==> config.mk <==
export PLATFORM = sky130hd
export DESIGN_NAME = gpio_port
export DESIGN_NICKNAME = d
export VERILOG_FILES = /design/src/hdl/gpio_port.v
export VERILOG_INCLUDE_DIRS = /design/src /design/src/hdl
export SDC_FILE = /design/constraint.sdc
export NUM_CORES = 1
export LEC_CHECK = 0
export ABC_AREA = 1
export BUFFER_PORTS_ARGS = -buffer_cell sky130_fd_sc_hd__buf_2
export CELL_PAD_IN_SITES_DETAIL_PLACEMENT = 0
export CELL_PAD_IN_SITES_GLOBAL_PLACEMENT = 1
export CORE_UTILIZATION = 37
export DETAILED_ROUTE_END_ITERATION = 16
export HOLD_SLACK_MARGIN = 0.12
export PLACE_DENSITY_LB_ADDON = 0.1
export SETUP_SLACK_MARGIN = 0.05
export SYNTH_ARGS = -nofsm -noshare
export SYNTH_HDL_FRONTEND = slang
export SYNTH_SLANG_ARGS = --single-unit
==> constraint.sdc <==
create_clock -name pclk -period 1.8 [get_ports pclk]
set_clock_uncertainty 0.15 [all_clocks]
set_input_delay 0.18 -clock pclk [delete_from_list [all_inputs] [get_ports pclk]]
set_output_delay 0.18 -clock pclk [all_outputs]
set_load 0.1 [all_outputs]
==> src/hdl/gpio_port_consts.vh <==
// register offsets, field positions and reset values of the six-bit port
// assumes inclusion by the port module only
`ifndef GPIO_PORT_CONSTS_VH
`define GPIO_PORT_CONSTS_VH
`define OFS_PORT_PINS 12'h000
`define OFS_PORT_DIRECTION 12'h004
`define OFS_PULL_ENABLE 12'h008
`define OFS_PULL_DIRECTION 12'h00C
`define OFS_CHANGE_INT_ENABLE 12'h010
`define OFS_CONTROL 12'h014
`define OFS_STATUS 12'h018
`define OFS_ANALOG_SELECT 12'h01C
`define OFS_PERIPH_ENABLE 12'h020
`define CTL_PULL_GLOBAL_DISABLE 0
`define CTL_LOW_POWER_WAKE_ENABLE 1
`define CTL_GLOBAL_INTERRUPT_ENABLE 2
`define CTL_RESET_PIN_ENABLE 3
`define CTL_SLEEP 4
`define STS_CHANGE_FLAG 0
`define STS_AWAKE_VECTOR 1
`define STS_AWAKE_NEXT 2
`define INPUT_ONLY_BIT 3
`define WAKE_BIT 0
`define RST_DIRECTION 6'h3F
`define RST_CONTROL 5'h01
`define WAKE_VECTOR 16'h0004
`endif

==> src/hdl/gpio_port.v <==
// six-bit bidirectional general-purpose port with weak pulls and wake
// assumes an apb master on pclk and synchronous pin inputs
//
// Implementation choices: register access over APB and the register addresses.
`timescale 1ns/10ps
`include "gpio_port_consts.vh"

//
// Overview of operation
// six-bit port, each bit usable as input or output except the input-only pin
// direction bit 1 makes the pin an input, driver released
// direction bit 0 drives the output latch onto the pin
// input-only pin never drives; its direction bit reads 1
// reading port gives pin levels; writing updates the output latch
// writes are read-modify-write of sampled pins into the latch; the code loads the write data into the latch whole
// input-only pin reads 0 when reset pin function enabled
// direction still applies to analog pins; analog pins read 0
// software keeps direction set for analog pins
// software sets comparator control before digital use of analog pins
// an enabled peripheral takes its pin from the port
// every pin offers change interrupt and weak pull
// pins except input-only have selectable per-bit pull up or down
// pulls off for outputs, alternate function, and global disable at reset
// input-only pin pull-up on in reset-pin mode, off at high voltage
// low-power wake enable sinks current on the wake pin
// software charges cap, enables change, sets input, enables wake, sleeps
// wake pin falling low during sleep raises change and wakes
// on wake, vector 0004h if interrupts enabled, else next instruction
// enabled pin differing from last read sets change flag until cleared
module gpio_port #(
    parameter WIDTH = 6
) (
    pclk,
    presetn,
    psel,
    penable,
    pwrite,
    paddr,
    pwdata,
    prdata,
    pready,
    pslverr,
    pin_in,
    pin_out,
    pin_oe,
    pull_up_on,
    pull_down_on,
    wake_sink_on,
    periph_out,
    periph_oe,
    high_voltage_detect,
    change_irq,
    wake_event,
    wake_vector
);
    input wire pclk;
    input wire presetn;
    input wire psel;
    input wire penable;
    input wire pwrite;
    input wire [11:0] paddr;
    input wire [31:0] pwdata;
    output reg [31:0] prdata;
    output reg pready;
    output reg pslverr;
    input wire [WIDTH-1:0] pin_in;
    output reg [WIDTH-1:0] pin_out;
    output reg [WIDTH-1:0] pin_oe;
    output reg [WIDTH-1:0] pull_up_on;
    output reg [WIDTH-1:0] pull_down_on;
    output reg wake_sink_on;
    input wire [WIDTH-1:0] periph_out;
    input wire [WIDTH-1:0] periph_oe;
    input wire high_voltage_detect;
    output reg change_irq;
    output reg wake_event;
    output reg [15:0] wake_vector;

    localparam [WIDTH-1:0] IN_ONLY = 1 << `INPUT_ONLY_BIT;

    reg [WIDTH-1:0] latch_r;
    reg [WIDTH-1:0] dir_r;
    reg [WIDTH-1:0] pull_en_r;
    reg [WIDTH-1:0] pull_sel_r;
    reg [WIDTH-1:0] ioc_en_r;
    reg [WIDTH-1:0] analog_r;
    reg [WIDTH-1:0] periph_en_r;
    reg [4:0] ctl_r;
    reg [WIDTH-1:0] last_read_r;
    reg flag_r;
    reg awake_vec_r;
    reg awake_next_r;
    reg [WIDTH-1:0] dir_eff;
    reg [WIDTH-1:0] pin_view;
    reg [WIDTH-1:0] latch_nxt;
    reg [WIDTH-1:0] mismatch;
    reg [31:0] rdata_nxt;
    reg hit;

    wire wr_acc = psel & penable & pwrite & ~pready;
    wire rd_acc = psel & penable & ~pwrite & ~pready;

    // widens a six-bit field onto the data bus
    function [31:0] zext;
        input [WIDTH-1:0] v;
        begin
            zext = 32'h0000_0000;
            zext[WIDTH-1:0] = v;
        end
    endfunction

    // effective direction and digital pin view
    always @* begin
        dir_eff = dir_r | IN_ONLY;
        pin_view = pin_in & ~analog_r;
        if (ctl_r[`CTL_RESET_PIN_ENABLE]) begin
            pin_view[`INPUT_ONLY_BIT] = 1'b0;
        end
        // write data replaces sampled pins whole into latch
        latch_nxt = pin_view;
        if (wr_acc && paddr == `OFS_PORT_PINS) begin
            latch_nxt = pwdata[WIDTH-1:0];
        end
        mismatch = (pin_view ^ last_read_r) & ioc_en_r;
    end

    // read mux and address decode
    always @* begin
        hit = 1'b1;
        case (paddr)
            `OFS_PORT_PINS: rdata_nxt = zext(pin_view);
            `OFS_PORT_DIRECTION: rdata_nxt = zext(dir_eff);
            `OFS_PULL_ENABLE: rdata_nxt = zext(pull_en_r);
            `OFS_PULL_DIRECTION: rdata_nxt = zext(pull_sel_r);
            `OFS_CHANGE_INT_ENABLE: rdata_nxt = zext(ioc_en_r);
            `OFS_CONTROL: rdata_nxt = {27'h0000000, ctl_r};
            `OFS_STATUS: rdata_nxt = {29'h00000000, awake_next_r, awake_vec_r, flag_r};
            `OFS_ANALOG_SELECT: rdata_nxt = zext(analog_r);
            `OFS_PERIPH_ENABLE: rdata_nxt = zext(periph_en_r);
            default: begin
                rdata_nxt = 32'h0000_0000;
                hit = 1'b0;
            end
        endcase
    end

    // apb slave: one wait state, error on unmapped address
    always @(posedge pclk or negedge presetn) begin
        if (!presetn) begin
            pready <= 1'b0;
            pslverr <= 1'b0;
            prdata <= 32'h0000_0000;
        end else begin
            pready <= psel & penable & ~pready;
            pslverr <= psel & penable & ~pready & ~hit;
            if (rd_acc) begin
                prdata <= rdata_nxt;
            end
        end
    end

    // configuration registers
    always @(posedge pclk or negedge presetn) begin
        if (!presetn) begin
            latch_r <= {WIDTH{1'b0}};
            dir_r <= `RST_DIRECTION;
            pull_en_r <= {WIDTH{1'b0}};
            pull_sel_r <= {WIDTH{1'b0}};
            ioc_en_r <= {WIDTH{1'b0}};
            analog_r <= {WIDTH{1'b0}};
            periph_en_r <= {WIDTH{1'b0}};
            ctl_r <= `RST_CONTROL; // pulls globally off at reset
        end else if (wr_acc) begin
            if (paddr == `OFS_PORT_PINS) begin
                latch_r <= latch_nxt;
            end
            if (paddr == `OFS_PORT_DIRECTION) begin
                dir_r <= pwdata[WIDTH-1:0];
            end
            if (paddr == `OFS_PULL_ENABLE) begin
                pull_en_r <= pwdata[WIDTH-1:0];
            end
            if (paddr == `OFS_PULL_DIRECTION) begin
                pull_sel_r <= pwdata[WIDTH-1:0];
            end
            if (paddr == `OFS_CHANGE_INT_ENABLE) begin
                ioc_en_r <= pwdata[WIDTH-1:0];
            end
            if (paddr == `OFS_ANALOG_SELECT) begin
                analog_r <= pwdata[WIDTH-1:0];
            end
            if (paddr == `OFS_PERIPH_ENABLE) begin
                periph_en_r <= pwdata[WIDTH-1:0];
            end
            if (paddr == `OFS_CONTROL) begin
                ctl_r <= pwdata[4:0];
            end
        end
    end

    // change detect, sticky flag, sleep wake; set beats clear
    always @(posedge pclk or negedge presetn) begin
        if (!presetn) begin
            last_read_r <= {WIDTH{1'b0}};
            flag_r <= 1'b0;
            awake_vec_r <= 1'b0;
            awake_next_r <= 1'b0;
            wake_event <= 1'b0;
            wake_vector <= 16'h0000;
        end else begin
            wake_event <= 1'b0;
            if ((rd_acc || wr_acc) && paddr == `OFS_PORT_PINS) begin
                last_read_r <= pin_view; // port access re-arms compare
            end
            if (|mismatch) begin
                flag_r <= 1'b1;
            end else if (wr_acc && paddr == `OFS_STATUS && pwdata[`STS_CHANGE_FLAG]) begin
                flag_r <= 1'b0;
            end
            if (ctl_r[`CTL_SLEEP] && |mismatch) begin
                wake_event <= 1'b1;
                if (ctl_r[`CTL_GLOBAL_INTERRUPT_ENABLE]) begin
                    awake_vec_r <= 1'b1;
                    wake_vector <= `WAKE_VECTOR;
                end else begin
                    awake_next_r <= 1'b1;
                    wake_vector <= 16'h0000;
                end
            end else if (wr_acc && paddr == `OFS_STATUS) begin
                if (pwdata[`STS_AWAKE_VECTOR]) begin
                    awake_vec_r <= 1'b0;
                end
                if (pwdata[`STS_AWAKE_NEXT]) begin
                    awake_next_r <= 1'b0;
                end
            end
        end
    end

    // sleep bit stays set after wake; only the control write or reset changes it
    // pin drivers, pulls and wake sink
    always @(posedge pclk or negedge presetn) begin
        if (!presetn) begin
            pin_out <= {WIDTH{1'b0}};
            pin_oe <= {WIDTH{1'b0}};
            pull_up_on <= {WIDTH{1'b0}};
            pull_down_on <= {WIDTH{1'b0}};
            wake_sink_on <= 1'b0;
            change_irq <= 1'b0;
        end else begin
            // peripheral owns its pin, else latch drives outputs
            pin_out <= (periph_en_r & periph_out) | (~periph_en_r & latch_r);
            pin_oe <= ((periph_en_r & periph_oe) | (~periph_en_r & ~dir_eff)) & ~IN_ONLY;
            // pulls gated by output, alternate function, global disable
            pull_up_on <= pull_en_r & pull_sel_r & dir_eff & ~periph_en_r & ~IN_ONLY
                & {WIDTH{~ctl_r[`CTL_PULL_GLOBAL_DISABLE]}};
            pull_down_on <= pull_en_r & ~pull_sel_r & dir_eff & ~periph_en_r & ~IN_ONLY
                & {WIDTH{~ctl_r[`CTL_PULL_GLOBAL_DISABLE]}};
            // reset-pin pull-up, dropped at high voltage
            pull_up_on[`INPUT_ONLY_BIT] <= ctl_r[`CTL_RESET_PIN_ENABLE] & ~high_voltage_detect;
            wake_sink_on <= ctl_r[`CTL_LOW_POWER_WAKE_ENABLE];
            change_irq <= flag_r;
        end
    end
endmodule

== Word level (Yosys, flattened, before mapping) ==
Cells that the tools add are included.

* Output and inout bits: 77
* Register bits after elaboration: 132

* Equal/unequal tests: 10
* Bitwise operators: 34
* Muxes and demuxes: 16
* Reduce and logical (&&, ||, !) cells: 23

{| class="wikitable"
|+ Operators with widths
! kind !! count
|-
| bitwise AND 6 bit || 14
|-
| case mux 6 bit (9 select lines) || 1
|-
| == test 12 x 5 -> 1 bit (second input constant) || 4
|-
| == test 12 x 4 -> 1 bit (second input constant) || 2
|-
| NOT 6 bit || 4
|-
| AND reduction 2 bit || 8
|-
| two-way mux 1 bit || 13
|-
| == test 12 x 3 -> 1 bit (second input constant) || 1
|-
| == test 12 x 6 -> 1 bit (second input constant) || 1
|-
| zero test 12 bit || 1
|-
| bitwise OR 6 bit || 2
|-
| OR reduction 9 bit || 1
|-
| bitwise AND 1 bit || 8
|-
| nonzero test 2 bit || 4
|-
| two-way mux 6 bit || 1
|-
| AND reduction 3 bit || 2
|-
| OR reduction 6 bit || 1
|-
| XOR 6 bit || 1
|-
| logical AND 1 bit || 5
|-
| NOT 1 bit || 5
|-
| != test 2 bit (second input constant) || 2
|-
| two-way mux 3 bit || 1
|-
| logical OR 1 bit || 1
|}

== Longest topological paths before layout ==
Gate-level depths: netlist of run 1.

* Word-level depth: 9
* Depth in mapped cells: 11

== Worst setup path after synthesis of run 1 ==
Ideal clock, no wire load.

* Path type: register to register
* Start: register pready
* End: register periph_en_r[2]
* Setup slack: -174 ps
* Setup time: 124 ps
* Stages on the path, launching flop included: 8
* Period minus slack after synthesis: 1,974 ps
* Arrival: 1,700 ps
* Path through: dfrtp_1 nor2_2 inv_2 nor2_4 nand3_1 buf_4 nand2_1 o21ai_2

* Cells in the longest elaborated chain, start to end: 3

{| class="wikitable"
|+ RTL lines
! element !! line !! source
|-
| from (decl) || gpio_port.v:64 || <nowiki>output reg pready;</nowiki>
|-
| from (signal assigned) || gpio_port.v:154 || <nowiki>pready <= psel & penable & ~pready;</nowiki>
|-
| NOT 1 bit || gpio_port.v:100 || <nowiki>wire wr_acc = psel & penable & pwrite & ~pready;</nowiki>
|-
| bitwise AND 1 bit || gpio_port.v:100 ||
|-
| AND reduction 2 bit (no line) || n/a ||
|-
| to (signal assigned) || gpio_port.v:171 || <nowiki>periph_en_r <= {WIDTH{1'b0}};</nowiki>
|-
| to (signal assigned) || gpio_port.v:193 || <nowiki>periph_en_r <= pwdata[WIDTH-1:0];</nowiki>
|-
| to (decl) || gpio_port.v:87 || <nowiki>reg [WIDTH-1:0] periph_en_r;</nowiki>
|}

No other way between the ends.
A chain may end at the register's enable or synchronous reset.

== Worst setup path in the final report of run 1 ==
* Start: input port psel
* End: register dir_r[0]

* Cells in the longest elaborated chain, start to end: 4

{| class="wikitable"
|+ RTL lines
! element !! line !! source
|-
| from (decl) || gpio_port.v:58 || <nowiki>input wire psel;</nowiki>
|-
| bitwise AND 1 bit (3 in series) || gpio_port.v:100 ||
|-
| AND reduction 2 bit (no line) || n/a ||
|-
| to (signal assigned) || gpio_port.v:166 || <nowiki>dir_r <= `RST_DIRECTION;</nowiki>
|-
| to (signal assigned) || gpio_port.v:178 || <nowiki>dir_r <= pwdata[WIDTH-1:0];</nowiki>
|-
| to (decl) || gpio_port.v:82 || <nowiki>reg [WIDTH-1:0] dir_r;</nowiki>
|}

No other way between the ends.

==> results.sh, run 1 <==
export IMPL_multiInputGateArea_sq_um=1950
export IMPL_clockPowerShare_pct=39.2
export IMPL_start_util_pct=37.9
export IMPL_antenna_left=0
export IMPL_ys_flop_type="dfrtp_1"
export IMPL_cts_tree="yes"
export IMPL_hp_class="in -> reg"
export IMPL_required_ns=1.92
export IMPL_first_iter_violations=188
export IMPL_p_int_mw=3.09
export IMPL_cts_buffer_depth=2
export IMPL_grt_pass1_vias=3753
export IMPL_async_flop_share_pct=100
export IMPL_placed_cell_area_sq_um=5010
export IMPL_finalSetupTns_ns=0
export IMPL_ys_warn_count=0
export IMPL_p_comb_share_pct=15.5
export IMPL_fillers=1200
export IMPL_firstDrtPassIters=4
export IMPL_viasPerCell=4.66
export IMPL_ys_ff_latch=89
export IMPL_dp_hpwl_um=8550
export IMPL_final_core_util_pct=46.8
export IMPL_worst_path_stages=9
export IMPL_slew_violations=0
export IMPL_arrival_ns=1.80
export IMPL_sequentialPowerShare_pct=45.3
export IMPL_cpPeakStageDelay_ns=0.52
export IMPL_syn_avg_cell_area_sq_um=8.26
export IMPL_swShare_pct=30.5
export IMPL_synth_edff_count=0
export IMPL_cts_root_buf="clkbuf_16"
export IMPL_syn_to_final_growth_pct=23.4
export IMPL_wl_um=11700
export IMPL_place_congestion=0.872
export IMPL_dr_total_vias=3808
export IMPL_grt_pass1_wl_um=19000
export IMPL_setup_viol=0
export IMPL_yosysTopAreaCell="dfrtp_1"
export IMPL_clkSinkCount=89
export IMPL_synth_top_cell_area_share_pct=45.6
export IMPL_min_period_ns=1.68
export IMPL_drt_wirelength_per_cell_um=14.3
export IMPL_endpoint_kind="flip-flop"
export IMPL_finalHoldViolations=0
export IMPL_row_count=40
export IMPL_p_leak_nw=2.94
export IMPL_core_area_sq_um=12000
export IMPL_fmax_mhz=596
export IMPL_worstSetupPathType="in -> reg"
export IMPL_fin_cells=818
export IMPL_htree_num_levels=3
export IMPL_yosysMostFrequentCell="nand2_1"
export IMPL_syn_cell_area_sq_um=4560
export IMPL_fp_dieH_um=113
export IMPL_dieWidth_um=113
export IMPL_cts_clk_slew_worst_paths_ns=0.06
export IMPL_netSwitchingPower_mw=1.36
export IMPL_drc=0
export IMPL_grt_overflow=0
export IMPL_maxCapViolCount=0
export IMPL_seq_area_frac_synth_pct=49.0
export IMPL_cp_top_family="buffers and inverters"
export IMPL_ys_top_cells_by_area="dfrtp_1 46%, nand2_1 12%, nand3_1 8.0%, buf_4 7.2%, inv_1 4.0%"
export IMPL_synth_cell_types=26
export IMPL_startpoint_type="primary input"
export IMPL_rsz0062_at_grt="true"
export IMPL_ir_drop_mv=0.417
export IMPL_worstPathCellList="dlygate4sd3_1 > buf_2 > nand2_1 > nor2_4 > inv_2 > nor2_4 > buf_12 > nand3_2 > o21ai_0"
export IMPL_dp_cells=773
export IMPL_die_area_sq_um=12800
export IMPL_wl_met3_um=389
export IMPL_hold_slack_ns=0.126
export IMPL_regArea_sq_um=2240
export IMPL_synthCells=552
export IMPL_routed_top_layer="met4"
export IMPL_grt_max_degree=39
export IMPL_portBuffers=74
export IMPL_final_nets=734
export IMPL_insertion_delay_ns=0.35
export IMPL_antenna_found_initial=0
export IMPL_routedLengthMet1_um=5550
export IMPL_cellPowerDensity_nw_per_um2=790
export IMPL_design_area_sq_um=5620
export IMPL_routed_wl_met2_um=5460
export IMPL_path_buf_inv=4
export IMPL_synthTopCellsByCount="145 x nand2_1, 83 x dfrtp_1, 73 x nand3_1, 48 x inv_1, 44 x buf_4"
export IMPL_pin_count=145
export IMPL_antenna_cells=0
export IMPL_r2r_cells=6
export IMPL_slowest_stage="dlygate4sd3_1"
export IMPL_status="complete, no violations"
export IMPL_grt_total_usage_pct=19.7
export IMPL_cts_inserted_buffers=9
export IMPL_crit_top_cell="nor2_4"
export IMPL_crit_path_max_fanout=10
export IMPL_hold_path_depth=3
export IMPL_final_layout_size_suffix_gt1_share_pct=23.8
export IMPL_period_share_pct=93.3
worst paths after layout:
path | slack, ns | to | start
min | 0.13 | latch_r[0] | pwdata[0]
max reg2reg | 0.14 | dir_r[0] | pready
max | 0.12 | dir_r[0] | psel
min in group asynchronous | 0.16 | pin_oe[5] | presetn
max in group asynchronous | 0.69 | pready | presetn
min reg2reg | 0.28 | change_irq | flag_r
area by class of cell:
cell class	count	area share [%]
clock buffer	11	4.32
sequential	89	39.8
clock inverter	5	0.556
inverter	51	3.40
multi-input combinational	401	34.7
tap	147	3.27
timing repair buffer	114	13.9
cell usage in the layout, fill, tap and decap left out, types with 2 or more instances in the layout:
cell and instances:
o21ai_1 30, o21ai_2 11, buf_6 3, nor2_2 11, nand3_1 72, dfstp_2 6
nor2_1 33, nand2_1 144, nand2_4 2, a21oi_1 2, inv_1 48, nor3_1 7
buf_2 73, nand2_2 4, o21ai_0 18, mux2_2 4, clkinv_2 3, inv_2 3
nand3_2 3, dfrtp_1 82, dlygate4sd3_1 24, buf_4 11, buf_12 3, conb_1 43
nor2_8 2, nand4_1 5, nand3_4 3, clkbuf_16 9, nor2_4 5
registers in the layout, summed over array words and instances (netlist names), 5 cells and up:
signal and cells:
ioc_en_r 6, ctl_r 5, pin_oe 5, periph_en_r 6, prdata 6, analog_r 6
dir_r 5, pull_sel_r 6, pin_out 6, pull_up_on 6, pull_en_r 6, last_read_r 6
pull_down_on 5, latch_r 6
timing repair:
item / CTS / global route
resized for setup: 0 / 15
setup endpoints to repair: 0 / 31
hold buffers: 24 / 0
setup buffers: 0 / 4
endpoints found under the hold margin: 120 / 0
power by group through the flow:
stage / registers, mW / clock network, mW / logic, mW
CTS: 2.01 / 1.80 / 0.680
floorplan: 2.09 / 0 / 0.542
global placement: 2.05 / 0 / 0.637
global route: 2.01 / 1.88 / 0.729
finish: 2.02 / 1.74 / 0.689
detailed placement: 2.05 / 0 / 0.640
worst reg2reg max path, stage by stage, from the launching register on:
cell     delay [ns]
dfrtp_4        0.48
nor2_4         0.14
inv_2          0.08
nor2_4         0.15
buf_12         0.14
nand3_2        0.21
o21ai_0        0.24
stage by stage:
step	setup slack (ns)	power, mW
global placement	0.0950	2.69
finish	0.121	4.44
detailed placement	0.0872	2.69
CTS	0.0966	4.50
floorplan	0.0789	2.63
global route	0.0170	4.62
cells by family (layout without fill, tap and decap cells):
group | Yosys count | after routing | synth area share (%)
AND/OR/NAND/NOR | 292 | 293 | 29.7
buffers and inverters | 105 | 181 | 12.7
flip-flops | 89 | 89 | 49.0
AO/OA/AOI/OAI | 61 | 61 | 7.52
multiplexers | 4 | 4 | 0.988
other | 1 | 43 | 0.0823
metal layers:
layer | global-route usage, % | vias up
met5 | 0 | -
met4 | 9.91 | 0
met3 | 2.84 | 21
met2 | 32.1 | 106
met1 | 25.8 | 1754
li1 | - | 1927
No activity file was read; power rests on OpenSTA's default activity.
==> run 2, diff against run 1 <==
ABC_AREA = 0   (was 1)
CORE_UTILIZATION = 39   (was 37)
SLEW_MARGIN = 40   (was unset)
==> run 2 against run 1 <==
  * The flow now finishes with violations (negative setup slack)
  * Die area is 8.4% lower
  * Design area increased by 6.9%
  * Clock-buffer cell count decreased by 1
  * Final cell count decreased by 16%
  * Sequential share of layout area fell by 2.6 points
  * Register-to-register slack worse by 0.44 ns
  * Clock power decreased by 20%
  * Via count down 11%
  * Combinational power up 9.4%
  * Critical path type unchanged
  * Highest routed layer unchanged
==> results.sh, run 2 <==
export IMPL_netSwitchingPower_mw=1.34
export IMPL_core_area_sq_um=10900
export IMPL_grt_overflow=0
export IMPL_crit_top_cell="or3_4"
export IMPL_synth_top_cell_area_share_pct=47.3
export IMPL_firstDrtPassIters=5
export IMPL_synthTopCellsByCount="83 x dfrtp_1, 59 x mux2_2, 43 x buf_4, 19 x nand2_1, 19 x o21ai_0"
export IMPL_critPathLaunch="paddr[8]"
export IMPL_startpoint_type="primary input"
export IMPL_swShare_pct=32.2
export IMPL_ys_warn_count=0
export IMPL_required_ns=1.92
export IMPL_synth_cell_types=52
export IMPL_drt_wirelength_per_cell_um=17.7
export IMPL_row_count=38
export IMPL_die_area_sq_um=11700
export IMPL_antenna_cells=0
export IMPL_fmax_mhz=475
export IMPL_pin_count=145
export IMPL_status="complete, but fails checks"
export IMPL_yosysTopAreaCell="dfrtp_1"
export IMPL_cts_tree="yes"
export IMPL_worstPathCellList="buf_6 > or4_4 > or3_4 > or3_4 > nor2_8 > mux2_2"
export IMPL_ys_ff_latch=89
export IMPL_seq_area_frac_synth_pct=50.9
export IMPL_final_core_util_pct=55.2
export IMPL_grt_pass1_vias=3225
export IMPL_dr_total_vias=3399
export IMPL_slowest_stage="or4_4"
export IMPL_grt_total_usage_pct=22.1
export IMPL_final_layout_size_suffix_gt1_share_pct=48.7
export IMPL_worst_slack_ns=-0.307
export IMPL_ys_flop_type="dfrtp_1"
export IMPL_r2r_cells=4
export IMPL_rsz0062_at_grt="true"
export IMPL_first_iter_violations=206
export IMPL_insertion_delay_ns=0.38
export IMPL_min_period_ns=2.11
export IMPL_synthCells=366
export IMPL_ys_top_cells_by_area="dfrtp_1 47%, mux2_2 15%, buf_4 7.3%, dfstp_2 3.6%, o21ai_0 2.2%"
export IMPL_dieWidth_um=108
export IMPL_cellPowerDensity_nw_per_um2=691
export IMPL_reg2reg_to="analog_r[3]"
export IMPL_portBuffers=74
export IMPL_dp_hpwl_um=8770
export IMPL_hp_class="in -> async"
export IMPL_synth_edff_count=0
export IMPL_cts_inserted_buffers=9
export IMPL_drc=0
export IMPL_period_share_pct=117
export IMPL_fillers=985
export IMPL_syn_cell_area_sq_um=4390
export IMPL_p_leak_nw=3.00
export IMPL_cts_buffer_depth=2
export IMPL_worstSetupPathType="in -> reg"
export IMPL_p_comb_share_pct=18.1
export IMPL_p_int_mw=2.82
export IMPL_htree_num_levels=3
export IMPL_design_area_sq_um=6010
export IMPL_sequentialPowerShare_pct=48.3
export IMPL_async_flop_share_pct=100
export IMPL_ir_drop_mv=0.405
export IMPL_placed_cell_area_sq_um=5290
export IMPL_final_nets=609
export IMPL_cts_clk_slew_worst_paths_ns=0.09
export IMPL_r2r_slack_ns=-0.30
export IMPL_start_util_pct=40.3
export IMPL_fp_dieH_um=108
export IMPL_most_common_layout_cells="82 x dfrtp_1, 73 x buf_2, 67 x buf_4, 43 x conb_1, 33 x mux2_2"
export IMPL_syn_to_final_growth_pct=36.8
export IMPL_violations="negative setup slack"
export IMPL_clockPowerShare_pct=33.5
export IMPL_antenna_found_initial=0
export IMPL_cts_root_buf="clkbuf_8"
export IMPL_maxCapViolCount=0
export IMPL_wl_um=12100
export IMPL_yosysMostFrequentCell="dfrtp_1"
export IMPL_final_common_cell="dfrtp_1"
export IMPL_setup_viol=53
export IMPL_arrival_ns=2.22
export IMPL_clkSinkCount=89
export IMPL_grt_max_degree=51
export IMPL_r2r_start="pready"
export IMPL_endpoint_kind="flip-flop"
export IMPL_viasPerCell=4.95
export IMPL_syn_avg_cell_area_sq_um=12.0
export IMPL_crit_path_max_fanout=6
export IMPL_place_congestion=0.873
export IMPL_slew_violations=0
export IMPL_antenna_left=0
export IMPL_grt_pass1_wl_um=18600
export IMPL_cpPeakStageDelay_ns=0.53
export IMPL_finalHoldViolations=0
## run 2: cell count changes after synthesis, sizes merged, moves of 7 or more
cell / change
nand2: -131
nand3: -70
mux2: +55
inv: -43
o21ai: -40
nor2: -35
buf: -10
nor2b: +10
clkbuf: +7
## run 2: final cells by class
| type | instances | area (sq um) | area share [%] |
|---|---|---|---|
| Tap cell | 140 | 175 | 2.91 |
| Clock inverter | 6 | 65.1 | 1.08 |
| Sequential cell | 89 | 2240 | 37.2 |
| Timing Repair Buffer | 173 | 1240 | 20.6 |
| Multi-Input combinational cell | 260 | 2130 | 35.5 |
| Inverter | 8 | 30.0 | 0.500 |
| Clock buffer | 10 | 128 | 2.12 |
## run 2: how the worst max path moves through the flow
stage,endpoint
2_1_floorplan,analog_r[0]
3_3_place_gp,pull_sel_r[4]
3_5_place_dp,pull_sel_r[2]
4_1_cts,pull_en_r[0]
5_1_grt,pull_en_r[2]
6_report,analog_r[3]
## run 2: repair_timing
item	CTS	global route
setup endpoints to repair	60	63
setup buffers	9	5
gates resized for setup	38	15
pin swaps	15	11
hold buffers	22	0
hold endpoints to repair	149	0
## run 2: layer usage
| layer | vias up | GRT usage, % | wire length [um] |
|---|---|---|---|
| met4 | 0 | 7.63 | 147 |
| met2 | 123 | 34.9 | 5870 |
| met5 | - | 0 | 0 |
| met3 | 10 | 4.16 | 575 |
| li1 | 1584 | - | - |
| met1 | 1682 | 30.5 | 5550 |
## run 2: cell families after synthesis
kind of cell / Yosys count / share of synthesized area, %
mux: 67 / 17.8
compound gates: 50 / 7.78
simple gates: 96 / 13.7
xor+xnor: 4 / 0.798
other cells: 1 / 0.0854
flops: 89 / 50.9
buf+inv: 59 / 8.97
## run 2: power groups by stage
stage | combinational, mW | clock [mW] | sequential [mW]
final | 0.754 | 1.39 | 2.01
after detailed placement | 0.697 | 0 | 2.05
after floorplan | 0.546 | 0 | 2.07
after global placement | 0.696 | 0 | 2.05
after CTS | 0.749 | 1.45 | 2.01
after global routing | 0.792 | 1.52 | 2.01
## run 2: metrics by stage
step	power, mW	hold WS, ns	instances	setup WS, ns	TNS (ns)
after floorplan	2.61	-0.266	408	-0.467	-17.70
after global placement	2.74	-0.0792	636	-0.604	-26.99
after detailed placement	2.74	-0.0756	636	-0.625	-27.80
after CTS	4.20	0.140	682	-0.270	-8.62
after global routing	4.32	0.168	686	-0.327	-12.25
final	4.15	0.171	686	-0.307	-10.07
## run 2: worst max-delay path, delay by kind of cell
kind          cells  cell delay (ns)
simple gates      4             1.59
buf+inv           1             0.09
mux               1             0.35
==> run 3, diff against run 2 <==
--- a/config.mk
+++ b/config.mk
@@ -7,9 +7,9 @@
 export NUM_CORES = 1
 export LEC_CHECK = 0
-export ABC_AREA = 0
+export ABC_AREA = 1
 export BUFFER_PORTS_ARGS = -buffer_cell sky130_fd_sc_hd__buf_2
 export CELL_PAD_IN_SITES_DETAIL_PLACEMENT = 0
 export CELL_PAD_IN_SITES_GLOBAL_PLACEMENT = 1
-export CORE_UTILIZATION = 39
+export CORE_UTILIZATION = 37
 export DETAILED_ROUTE_END_ITERATION = 16
 export HOLD_SLACK_MARGIN = 0.12
==> constraint.sdc (replaced) <==
create_clock -name pclk -period 1.8 [get_ports pclk]
set_clock_uncertainty 0.15 [all_clocks]
set_input_delay 0.54 -clock pclk [delete_from_list [all_inputs] [get_ports pclk]]
set_output_delay 0.54 -clock pclk [all_outputs]
set_load 0.1 [all_outputs]
==> run 3 against run 2 <==
  * Core utilization decreased by 7.3 points
  * Final cell count increased by 18%
  * Critical endpoint is now pready
  * Register-to-register slack improved by 0.40 ns
  * Die area increased by 9.2%
  * Hold slack improved by 0.013 ns
  * Sequential share of layout area increased by 1.7 points
  * Non-clock buffer count decreased by 70
  * Critical path depth decreased by 5
  * First-iteration DRC count increased by 3.9%
  * The flow now finishes without violations
  * Setup slack improved by 0.39 ns
  * Highest routed layer unchanged
  * Clock power increased by 47%
  * Design area decreased by 4.3%
==> results.sh, run 3 (synthesis gave the netlist of run 1 again) <==
export IMPL_status="complete, no violations"
export IMPL_regArea_sq_um=2240
export IMPL_slowest_stage="dfrtp_4"
export IMPL_final_core_util_pct=47.9
export IMPL_grt_pass1_wl_um=19400
export IMPL_met2_usage_pct=33.1
export IMPL_grt_total_usage_pct=20.3
export IMPL_multiInputGateArea_sq_um=1940
export IMPL_power_mw=4.73
export IMPL_grt_busiest_layer="met2"
export IMPL_setup_viol=0
export IMPL_cts_buffer_depth=2
export IMPL_cts_clk_slew_worst_paths_ns=0.06
export IMPL_dp_hpwl_um=9040
export IMPL_use_met3_pct=4.07
export IMPL_cts_inserted_buffers=9
export IMPL_slew_violations=0
export IMPL_most_common_layout_cells="145 x nand2_1, 82 x dfrtp_1, 72 x nand3_1, 48 x inv_1, 46 x buf_4"
export IMPL_grt_max_degree=36
export IMPL_cts_tree="yes"
export IMPL_finalSetupTns_ns=0
export IMPL_crit_path_max_fanout=2
export IMPL_grt_overflow=0
export IMPL_insertion_delay_ns=0.35
export IMPL_die_area_sq_um=12800
export IMPL_p_leak_nw=2.97
export IMPL_worstPathCellList="buf_12"
export IMPL_row_count=40
export IMPL_final_nets=723
export IMPL_clkSinkCount=89
export IMPL_syn_to_final_growth_pct=26.2
export IMPL_min_period_ns=1.71
export IMPL_wl_um=12000
export IMPL_period_share_pct=95.2
export IMPL_start_util_pct=37.9
export IMPL_hp_class="in -> reg"
export IMPL_antenna_cells=0
export IMPL_cp_top_family="flip-flops"
export IMPL_drc=0
export IMPL_viasPerCell=4.74
export IMPL_maxCapViolCount=0
export IMPL_antenna_left=0
export IMPL_htree_num_levels=3
export IMPL_cts_root_buf="clkbuf_16"
export IMPL_final_common_cell="nand2_1"
export IMPL_core_area_sq_um=12000
export IMPL_place_congestion=0.843
export IMPL_arrival_ns=1.02
export IMPL_hold_slack_ns=0.184
export IMPL_antenna_found_initial=0
export IMPL_ir_drop_mv=0.461
export IMPL_dr_total_vias=3826
export IMPL_first_iter_violations=214
export IMPL_fmax_mhz=583
export IMPL_pin_count=145
export IMPL_firstDrtPassIters=4
export IMPL_dieWidth_um=113
export IMPL_fp_dieH_um=113
export IMPL_placed_cell_area_sq_um=5320
export IMPL_final_layout_size_suffix_gt1_share_pct=25.6
export IMPL_finalHoldViolations=0
export IMPL_worst_path_stages=1
export IMPL_design_area_sq_um=5750
export IMPL_fillers=1176
export IMPL_required_ns=1.11
export IMPL_cts_setup_buffers=0
export IMPL_grt_pass1_vias=3640
export IMPL_grt_use_met1_pct=27.2
export IMPL_worstSetupPathType="reg -> out"
export IMPL_drt_wirelength_per_cell_um=14.9
export IMPL_startpoint_type="flip-flop"
export IMPL_path_buf_inv=1
export IMPL_portBuffers=74
export IMPL_cpPeakStageDelay_ns=0.50
export IMPL_rsz0062_at_grt="true"
export IMPL_cellPowerDensity_nw_per_um2=822
export IMPL_hold_path_depth=2
export IMPL_r2r_cells=6
export IMPL_endpoint_kind="primary output"
## run 3: changes by cell type in the layout (fill, tap and decap cells not counted), sizes merged, moves of 20 or more
cell,change
nor2,+35
inv,+42
mux2,-55
buf,-50
nand2,+131
o21ai,+40
nand3,+71
dlygate4sd3,-20
## run 3: worst paths after layout
kind | startpoint | endpoint | slack [ns]
max reg2reg | pready | analog_r[2] | 0.10
max in group asynchronous | presetn | dir_r[2] | 0.47
max | pready | pready | 0.09
min reg2reg | flag_r | change_irq | 0.28
min | high_voltage_detect | pull_up_on[3] | 0.18
min in group asynchronous | presetn | pin_out[5] | 0.47
## run 3: per-layer routing
layer | vias to the layer above | share of wire, %
met5 | - | 0
li1 | 1899 | -
met4 | 0 | 0.91
met3 | 8 | 5.0
met1 | 1802 | 47
met2 | 117 | 47
## run 3: power breakdown
| group | internal (mW) | switching (mW) |
|---|---|---|
| clock network | 1.26 | 0.786 |
| logic | 0.0909 | 0.575 |
| registers | 2.01 | 0.00620 |
## run 3: area by class of cell
class,instances,area share [%]
well taps,147,3.20
multi-input cells,401,33.8
clock inverters,4,1.35
clock buffers,12,4.28
repair buffers,103,15.2
inverters,51,3.33
flip-flops and latches,89,38.9
## run 3: timing repair
action | in CTS | in global routing
endpoints found under the setup margin | 24 | 28
pin swaps | 0 | 2
gates resized for setup | 24 | 9
gates cloned | 0 | 1
hold buffers | 1 | 0
hold endpoints to repair | 16 | 0
## run 3: worst reg2reg max path, stage by stage, from the launching register on
cell and delay (ns):
dfrtp_4 0.50, nor2_4 0.11, inv_2 0.06, nor2_4 0.25, nand3_2 0.30, nand2_1 0.14
o21ai_1 0.07
## run 3: stage by stage
step / instances / setup WS [ns]
6_report: 807 / 0.0861
5_1_grt: 807 / -0.0384
4_1_cts: 806 / 0.0657
3_5_place_dp: 789 / -0.181
3_3_place_gp: 789 / -0.166
2_1_floorplan: 594 / 0.0789
